`src/hdl/psll_cfg.svh`:
```
`ifndef PSLL_CFG_SVH
`define PSLL_CFG_SVH

// serial word framing, msb first, select bits last
`define PSLL_WORD_W 24
`define PSLL_PAYLOAD_W 22
`define PSLL_SEL_W 2
`define PSLL_LATCH_N 4
`define PSLL_ALL_WRITTEN 4'hF

// rf divider latch: pump boost flag sits at the top of the payload
`define PSLL_FASTLOCK_BIT 21
// rf reference latch: charge-pump current code field
`define PSLL_PUMP_LSB 17
`define PSLL_PUMP_W 3
`define PSLL_PUMP_MAX 3'h7

// reset values
`define PSLL_WORD_RST 24'h000000
`define PSLL_PAYLOAD_RST 22'h000000
`define PSLL_PUMP_RST 3'h0

`endif

```
`src/hdl/psll_pkg.sv`:
```
`include "psll_cfg.svh"

package psll_pkg;
    // latch chosen by the two select bits, in select-code order
    typedef enum logic [`PSLL_SEL_W-1:0] {
        PSLL_IF_REF,
        PSLL_IF_DIV,
        PSLL_RF_REF,
        PSLL_RF_DIV
    } psll_latch_t;

    typedef logic [`PSLL_PAYLOAD_W-1:0] psll_payload_t;
    typedef logic [`PSLL_WORD_W-1:0] psll_word_t;
endpackage : psll_pkg

```
`src/hdl/psll_latch_if.sv`:
```
`timescale 1ns/1ns
`include "psll_cfg.svh"

interface psll_latch_if;
    import psll_pkg::*;
    logic wr_en;
    psll_latch_t wr_sel;
    psll_payload_t wr_data;
    psll_payload_t word [`PSLL_LATCH_N];

    modport loader (output wr_en, output wr_sel, output wr_data, input word);
    modport bank (input wr_en, input wr_sel, input wr_data, output word);
endinterface : psll_latch_if

```
`src/hdl/psll_latch_bank.sv`:
```
`timescale 1ns/1ns
`include "psll_cfg.svh"

module psll_latch_bank
    import psll_pkg::*;
(
    // clock and reset
    input wire logic ref_clk_i,
    input wire logic reset_n_i,
    // latch access
    psll_latch_if.bank lat
);
    psll_payload_t word_q [`PSLL_LATCH_N];
    psll_payload_t word_d [`PSLL_LATCH_N];

    // only the addressed latch takes the payload; others hold
    always_comb begin
        for (int i = 0; i < `PSLL_LATCH_N; i++) begin
            word_d[i] = word_q[i];
        end
        if (lat.wr_en) begin
            word_d[lat.wr_sel] = lat.wr_data;
        end
    end

    always_ff @(posedge ref_clk_i) begin
        for (int i = 0; i < `PSLL_LATCH_N; i++) begin
            word_q[i] <= reset_n_i ? word_d[i] : `PSLL_PAYLOAD_RST;
        end
    end

    assign lat.word = word_q;
endmodule : psll_latch_bank

```
`src/hdl/psll_loader.sv`:
```
`timescale 1ns/1ns
`include "psll_cfg.svh"

module psll_loader
    import psll_pkg::*;
(
    // clock and reset
    input wire logic ref_clk_i,
    input wire logic reset_n_i,
    // three-wire serial port
    input wire logic shift_clk_i,
    input wire logic serial_input_bit_i,
    input wire logic transfer_strobe_i,
    // latch contents
    output logic [`PSLL_PAYLOAD_W-1:0] if_ref_word_o,
    output logic [`PSLL_PAYLOAD_W-1:0] if_div_word_o,
    output logic [`PSLL_PAYLOAD_W-1:0] rf_ref_word_o,
    output logic [`PSLL_PAYLOAD_W-1:0] rf_div_word_o,
    // fast-lock and loop controls
    output logic [`PSLL_PUMP_W-1:0] rf_pump_current_o,
    output logic fastlock_switch_pin_o,
    output logic fastlock_switch_pin_oe_o,
    output logic output_active_o
);
    psll_latch_if lat ();

    psll_latch_bank u_bank (
        .ref_clk_i (ref_clk_i),
        .reset_n_i (reset_n_i),
        .lat (lat)
    );

    // payload is everything above the select bits
    function automatic psll_payload_t payload_of(input psll_word_t w);
        return w[`PSLL_WORD_W-1:`PSLL_SEL_W];
    endfunction : payload_of

    function automatic psll_latch_t select_of(input psll_word_t w);
        return psll_latch_t'(w[`PSLL_SEL_W-1:0]);
    endfunction : select_of

    // serial front end state
    psll_word_t shift_q, shift_d;
    logic sck_prev_q, sck_prev_d;
    logic strobe_prev_q, strobe_prev_d;
    logic sck_rise, strobe_rise;
    logic [`PSLL_LATCH_N-1:0] written_q, written_d;

    // edges found by comparing against last sample; pins are synchronous
    assign sck_rise = shift_clk_i && !sck_prev_q;
    assign strobe_rise = transfer_strobe_i && !strobe_prev_q;

    // no power-down gating here, so loading works in every power state
    always_comb begin
        sck_prev_d = shift_clk_i;
        strobe_prev_d = transfer_strobe_i;
        shift_d = shift_q;
        written_d = written_q;
        if (sck_rise) begin
            shift_d = {shift_q[`PSLL_WORD_W-2:0], serial_input_bit_i};
        end
        if (strobe_rise) begin
            written_d[select_of(shift_q)] = 1'b1;
        end
    end

    always_ff @(posedge ref_clk_i) begin
        if (!reset_n_i) begin
            sck_prev_q <= 1'b0;
            strobe_prev_q <= 1'b0;
            shift_q <= `PSLL_WORD_RST;
            written_q <= '0;
        end else begin
            sck_prev_q <= sck_prev_d;
            strobe_prev_q <= strobe_prev_d;
            shift_q <= shift_d;
            written_q <= written_d;
        end
    end

    // strobe edge uses the word as it stood before this cycle's shift
    assign lat.wr_en = strobe_rise;
    assign lat.wr_sel = select_of(shift_q);
    assign lat.wr_data = payload_of(shift_q);

    // output stage: every top output except the constant-low switch pin is registered here
    logic fastlock;
    logic [`PSLL_PUMP_W-1:0] pump_d, pump_q;
    logic pin_oe_d, pin_oe_q;
    logic active_d, active_q;
    psll_payload_t words_q [`PSLL_LATCH_N];

    // flag lives in the divider latch, so one write both retunes and boosts
    assign fastlock = lat.word[PSLL_RF_DIV][`PSLL_FASTLOCK_BIT];

    always_comb begin
        pump_d = lat.word[PSLL_RF_REF][`PSLL_PUMP_LSB +: `PSLL_PUMP_W];
        if (fastlock) begin
            pump_d = `PSLL_PUMP_MAX;
        end
        pin_oe_d = fastlock;
        active_d = (written_q == `PSLL_ALL_WRITTEN);
    end

    always_ff @(posedge ref_clk_i) begin
        if (!reset_n_i) begin
            pump_q <= `PSLL_PUMP_RST;
            pin_oe_q <= 1'b0;
            active_q <= 1'b0;
            for (int i = 0; i < `PSLL_LATCH_N; i++) begin
                words_q[i] <= `PSLL_PAYLOAD_RST;
            end
        end else begin
            pump_q <= pump_d;
            pin_oe_q <= pin_oe_d;
            active_q <= active_d;
            for (int i = 0; i < `PSLL_LATCH_N; i++) begin
                words_q[i] <= lat.word[i];
            end
        end
    end

    assign if_ref_word_o = words_q[PSLL_IF_REF];
    assign if_div_word_o = words_q[PSLL_IF_DIV];
    assign rf_ref_word_o = words_q[PSLL_RF_REF];
    assign rf_div_word_o = words_q[PSLL_RF_DIV];
    assign rf_pump_current_o = pump_q;
    assign fastlock_switch_pin_o = 1'b0; // open drain: only ever pulls low
    assign fastlock_switch_pin_oe_o = pin_oe_q;
    assign output_active_o = active_q;
endmodule : psll_loader

```
`config.mk`:
```
export PLATFORM = sky130hd
export DESIGN_NAME = psll_loader
export DESIGN_NICKNAME = d
export VERILOG_FILES = /design/src/hdl/psll_pkg.sv /design/src/hdl/psll_latch_if.sv /design/src/hdl/psll_latch_bank.sv /design/src/hdl/psll_loader.sv
export VERILOG_INCLUDE_DIRS = /design/src /design/src/hdl
export SDC_FILE = /design/constraint.sdc
export NUM_CORES = 1
export LEC_CHECK = 0
export BUFFER_PORTS_ARGS = -buffer_cell sky130_fd_sc_hd__clkbuf_2
export CORE_MARGIN = 2
export CORE_UTILIZATION = 43
export CTS_CLUSTER_DIAMETER = 40
export DETAILED_ROUTE_END_ITERATION = 12
export SKIP_LAST_GASP = 1
export SYNTH_ARGS = -nofsm -noshare
export SYNTH_HDL_FRONTEND = slang
export SYNTH_HIERARCHICAL = 1
export SYNTH_SLANG_ARGS = --single-unit
export TNS_END_PERCENT = 1
```
`constraint.sdc`:
```
create_clock -name ref_clk_i -period 1.61 [get_ports ref_clk_i]
set_input_delay 0.161 -clock ref_clk_i [delete_from_list [all_inputs] [get_ports ref_clk_i]]
set_output_delay 0.161 -clock ref_clk_i [all_outputs]
set_load 0.01 [all_outputs]
```
* Yosys cells after proc, flatten, opt, wreduce, memory -nomap -nowiden
Memory sizes are Yosys's and may differ from the RTL's.
Index checks and enable logic that the tools add are counted.
W data, S select, Z words.
** Storage, ports and cells
- Word-level logic and storage cells :: 41
- Bits in writable memories :: 88
- Memories kept :: 1
- Register bits after elaboration :: 123
** Operators by class
- Multiplexer cells :: 12
- Reduce and logical (&&, ||, !) cells :: 6
- Magnitude comparators :: 4
- Bitwise logic cells :: 6
- Equal/unequal tests :: 1
** Memories
- words_q :: depth 4, width 22, read ports 4, clocked after Yosys merged registers in 0, write ports 4, line psll_loader.sv:91 : psll_payload_t words_q [`PSLL_LATCH_N];
** Operator list (number)
- $mux W22 :: 5
- $bwmux W88 :: 1
- $demux W22 S2 :: 1
- $eq A4 B4 Y1 const B :: 1
- $logic_and A1 B1 Y1 :: 4
- $or A1 B1 Y1 :: 4
- $or A4 B4 Y4 :: 1
- $ge A3 B3 Y1 const B :: 1
- $lt A2 B3 Y1 const B :: 1
- $lt A3 B1 Y1 const B :: 1
- $mux W1 :: 3
- $mux W3 :: 1
- $not A2 Y3 :: 1
- $demux W1 S2 :: 1
- $ge A2 B1 Y1 const B :: 1
- $logic_not A1 Y1 :: 2

* Longest topological paths before layout
- Depth in word-level cells :: 6
- Gate-level depth with buffers :: 5
- Depth with buffers taken out :: 3

* Modules after synthesis
The synthesis kept the hierarchy.
** Modules (own cells, without submodules)
- psll_loader :: instances 1, area each 3757.4 µm², seq. area each 2442.3 µm², cells each 325
- psll_latch_bank :: instances 1, area each 3200.6 µm², seq. area each 1761.7 µm², cells each 310

* Least setup slack after synthesis
Ideal clock, no wire load.
- Kind :: register to register
- Start :: register strobe_prev_q
- End :: register u_bank.word_q, in the netlist u_bank/lat.word[66]
- Required time :: 1.538 ns
- Stages on the path, launching flop included :: 5
- Library setup time :: 0.072 ns
- Arrival time :: 1.238 ns
- Period minus slack after synthesis :: 1.309 ns
- Slack :: 0.301 ns
- Path through :: dfxtp_1 -> and2b_1 -> nor3b_4 -> buf_4 -> mux2i_1
** Between the ends
- Longest elaborated chain between the ends :: 2
** RTL lines
- start: declaration :: line psll_loader.sv:45 : logic strobe_prev_q, strobe_prev_d;
- start signal: assignment :: line psll_loader.sv:75 : strobe_prev_q <= strobe_prev_d;
- $logic_not A1 Y1 :: line psll_loader.sv:51 : assign strobe_rise = transfer_strobe_i && !strobe_prev_q;
- $logic_and A1 B1 Y1 :: line psll_loader.sv:51
- named net lat.wr_en :: line psll_latch_if.sv:6 : logic wr_en;
- end signal: indexed assignment :: line psll_latch_bank.sv:28 : word_q[i] <= reset_n_i ? word_d[i] : `PSLL_PAYLOAD_RST;
- end: declaration :: line psll_latch_bank.sv:13 : psll_payload_t word_q [`PSLL_LATCH_N];
The timed path passes the listed nets, and every way through them passes these cells.
A chain may end at the register's enable or synchronous reset.

* Final worst setup path
- Start :: register strobe_prev_q
- End :: register u_bank.word_q, in the netlist u_bank/lat.word[73]
Same word-level chain as after synthesis.

==> parameters.txt <==
Parameter                              Value

Clock tree
  Clock root buffer master ... sky130_fd_sc_hd__clkbuf_16
  Clock net sink count ... 210
  Number of buffers added by the clock tree synthesis step ... 26
  Clock tree from TritonCTS ... done
  Maximum clock insertion buffer count ... 3
  CTS H-Tree Depth ... 1
  Clk_lat worst skew ... 0.51 ns
  # Post-CTS Setup Buffers ... 0
  Clock input transition at the sequential cells of the worst setup and hold paths ... 0.06 ns

Layout
  Ant. Diodes ... 0
  Combined flip-flop and latch cell area ... 4200 um2
  Fillers ... 1435
  Leading cell type in the layout, fill and taps excluded ... sky130_fd_sc_hd__dfxtp_1
  Number of nets in the layout ... 741
  Area of all placed cells without fillers ... 8530 um2
  Commonest cells after routing, fill and taps aside ... 210 x sky130_fd_sc_hd__dfxtp_1, 139 x sky130_fd_sc_hd__nand2_1, 96 x sky130_fd_sc_hd__clkbuf_2
  Layout-stage area growth over the synthesis result ... 22.7%
  Area taken by multi-input logic gates ... 2500 um2
  Share of layout cells above drive strength 1 ... 26.3%
  Number of standard cells in the layout, taps in and fillers out ... 970
  Util after Layout ... 53.9%

Placement
  Pre-CTS setup slack ... 0.167 ns
  HPWL after detailed placement ... 8.47 mm
  Placed Cells incl. Taps ... 921
  Instance area after placement ... 7650 um2
  Port Buffer Count ... 97
  Final weighted congestion of routability-driven global placement ... 0.714

Timing
  Part of the cycle the worst path needs ... 89.9%
  Fmax achieved ... 691 MHz
  Unrepaired setup endpoints after global routing ... no
  Worst path setup slack after routing ... 0.163 ns
  Final max-slew violation count ... 0
  Slew Limit Headroom ... 65.4%
  Number of failing setup endpoints in the final timing report ... 0
  Post-route clock skew ... 0.0103 ns
  Setup TNS ... 0 ns
  Slew at the pin with the worst max-slew slack ... 0.519 ns
  Tmin final ... 1.45 ns
  Final Hold Viols ... 0

Yosys
  Average footprint of a synthesized cell ... 11.0 um2
  Flip-flop and latch count after synthesis ... 210
  Sequential fraction of the synthesis area ... 60.4%
  Area fraction in and, or, nand and nor cells after synthesis ... 18.8%
  Adder-Cell Fraction of Synth Area ... 0%
  Syn. warnings ... 6
  Largest family of logic cells by synthesized area ... simple AND/OR/NAND/NOR gates
  Xor and xnor area share after synthesis ... 0%
  Post-synthesis net count ... 640
  Yosys cell types ... 26
  Number of instances in the synthesized netlist ... 635
  Area of the mapped netlist ... 6960 um2
  Synth Area in Compound Gates ... 4.35%
  Share of synthesized area spent on multiplexers ... 12.7%

Worst setup path
  Reg-to-reg slack, setup ... 0.16 ns
  Cells along the critical path ... and2b_1 > nor3b_4 > buf_4 > mux2i_1
  Number of cells traversed by the worst register-to-register path ... 4
  Maximum cell stage delay along the critical path ... 0.31 ns
  Largest fanout on the critical path ... 9
  Required time at the endpoint of the critical path ... 2.04 ns
  Worst R2R Start ... strobe_prev_q$_SDFF_PN0_
  Endpoint class of the critical path ... flop
  Worst reg2reg path endpoint ... u_bank/lat.word[73]$_SDFFE_PN0P_
  Classification of the worst setup path ... flop to flop
  Worst path arrival time ... 1.87 ns
  Element type at the critical path start ... flop
  Crit-path slowest cell ... sky130_fd_sc_hd__and2b_1

Hold path
  Sink of the worst hold path ... u_bank/lat.word[67]$_SDFFE_PN0P_
  Min-delay worst type ... input pin to flop
  Number of cells on the worst hold path ... 3
  Worst hold path startpoint ... reset_n_i

Routing
  DRT antenna net count ... 0
  Via density ... 4.49
  Remaining design rule violation count ... 0
  Final wirelength ... 13.0 mm
  Router iterations before antenna repair ... 4
  Via count of the routed design ... 4359
  Starting DRC count in detailed routing ... 153
  Average wire length per cell after detail routing ... 13.4 um

Power and ir drop
  Peak supply drop ... 0.649 mV
  Static power due to leakage ... 3.85 nW
  Power per standard cell area ... 1290 nW/um2

Die
  Core area ... 15800 um2
  Vertical extent of the die ... 131 um
  Effective utilization at floorplan ... 44.0%
  Area of the die ... 17200 um2
  Number of cell rows ... 46
  Horizontal die dimension ... 131 um
  Boundary pin count ... 99

Global routing
  Antenna violations before repair ... 0
  Wire length of the first global-routing pass ... 21.4 mm
  Residual overflow from global routing ... 0
  Aggregate global-route resource usage ... 15.0%
  Vias in the first global route ... 4442
  Maximum number of pins on one net before global-route repair ... 76

Status
  Run status ... complete, no violations

Run
  Number of max-cap violations ... 0
-- sequential cells by signal, summed over array words and instances (netlist names) --
| name | flops |
|---|---|
| shift_q | 24 |
| rf_pump_current_o | 3 |
| written_q | 4 |
| strobe_prev_q | 1 |
| output_active_o | 1 |
| u_bank/lat.word | 88 |
| words_q | 88 |
| sck_prev_q | 1 |
-- layout make-up --
cell class                      count  area share, %
Sequential cell                   210           49.3
Multi-Input combinational cell    383           29.3
Tap cell                          216           3.17
Clock inverter                     17           1.88
Clock buffer                       29           8.12
Inverter                            1         0.0440
Timing Repair Buffer              114           8.22
-- metrics by stage --
stage                     hold slack [ns]  total power [mW]
final                              0.0936              11.0
after global routing                0.136              11.4
after CTS                           0.110              11.2
after detailed placement            0.411              5.59
after global placement              0.400              5.58
after floorplan                     0.283              5.53
-- cell usage after synthesis --
library cell,n,area (um2)
sky130_fd_sc_hd__o21a_1,4,30.0
sky130_fd_sc_hd__a21oi_1,1,5.00
sky130_fd_sc_hd__inv_1,1,3.75
sky130_fd_sc_hd__buf_6,1,11.3
sky130_fd_sc_hd__a21boi_0,4,30.0
sky130_fd_sc_hd__nand2_2,20,125
sky130_fd_sc_hd__dfxtp_1,210,4200
sky130_fd_sc_hd__nand2_1,139,522
sky130_fd_sc_hd__mux2i_1,88,881
sky130_fd_sc_hd__and2b_1,2,15.0
sky130_fd_sc_hd__nand3_1,2,10.0
sky130_fd_sc_hd__nand3b_1,2,15.0
sky130_fd_sc_hd__nor3b_1,1,7.51
sky130_fd_sc_hd__a21boi_2,20,225
sky130_fd_sc_hd__buf_4,10,75.1
sky130_fd_sc_hd__conb_1,1,3.75
sky130_fd_sc_hd__nor3b_4,1,18.8
sky130_fd_sc_hd__clkbuf_2,8,40.0
sky130_fd_sc_hd__nor2_1,2,7.51
sky130_fd_sc_hd__clkbuf_1,10,37.5
sky130_fd_sc_hd__and2_1,90,563
sky130_fd_sc_hd__buf_2,10,50.1
sky130_fd_sc_hd__buf_12,2,40.0
sky130_fd_sc_hd__nand2b_1,1,6.26
sky130_fd_sc_hd__nor2b_1,3,18.8
sky130_fd_sc_hd__a31oi_1,2,12.5
-- power by group --
group	internal, mW	total (mW)	switching, mW
registers	5.21	5.22	0.00948
clock network	3.43	5.56	2.13
logic	0.102	0.259	0.157
total	8.74	11.0	2.30
-- metal layers --
layer  up-vias  routed length (um)  global-route usage, %
li1       2232                   -                      -
met1      2026                6290                   19.3
met2        81                5910                   25.0
met3        20                 569                   3.40
met4         0                 210                   5.01
met5         -                   0                      0
-- kinds of logic after synthesis --
group | Yosys count
AO/OA/AOI/OAI | 31
buffers and inverters | 42
flip-flops | 210
multiplexers | 88
other | 1
AND/OR/NAND/NOR | 263
-- worst max-delay path by stage --
stage | startpoint | to | slack, ns | cells past startpoint
finish | strobe_prev_q$_SDFF_PN0_ | u_bank/lat.word[73]$_SDFFE_PN0P_ | 0.16 | 4
global route | strobe_prev_q$_SDFF_PN0_ | u_bank/lat.word[73]$_SDFFE_PN0P_ | 0.08 | 4
CTS | strobe_prev_q$_SDFF_PN0_ | u_bank/lat.word[73]$_SDFFE_PN0P_ | 0.16 | 4
detailed placement | strobe_prev_q$_SDFF_PN0_ | u_bank/lat.word[73]$_SDFFE_PN0P_ | 0.17 | 4
global placement | strobe_prev_q$_SDFF_PN0_ | u_bank/lat.word[66]$_SDFFE_PN0P_ | 0.24 | 4
floorplan | strobe_prev_q$_SDFF_PN0_ | u_bank/lat.word[66]$_SDFFE_PN0P_ | 0.30 | 4
-- timing repair --
action                                  in CTS  in global routing
hold endpoints to repair                     3                  0
endpoints found under the setup margin       0                  0
hold buffers                                 3                  0
gates resized for setup                      0                  0
-- critical path, delay by kind of cell (launching register included) --
family,cells,cell delay [ns]
buffers and inverters,1,0.25
DFF,1,0.30
muxes,1,0.23
and+or+nand+nor,2,0.59
No activity file was read; power rests on OpenSTA's default activity.
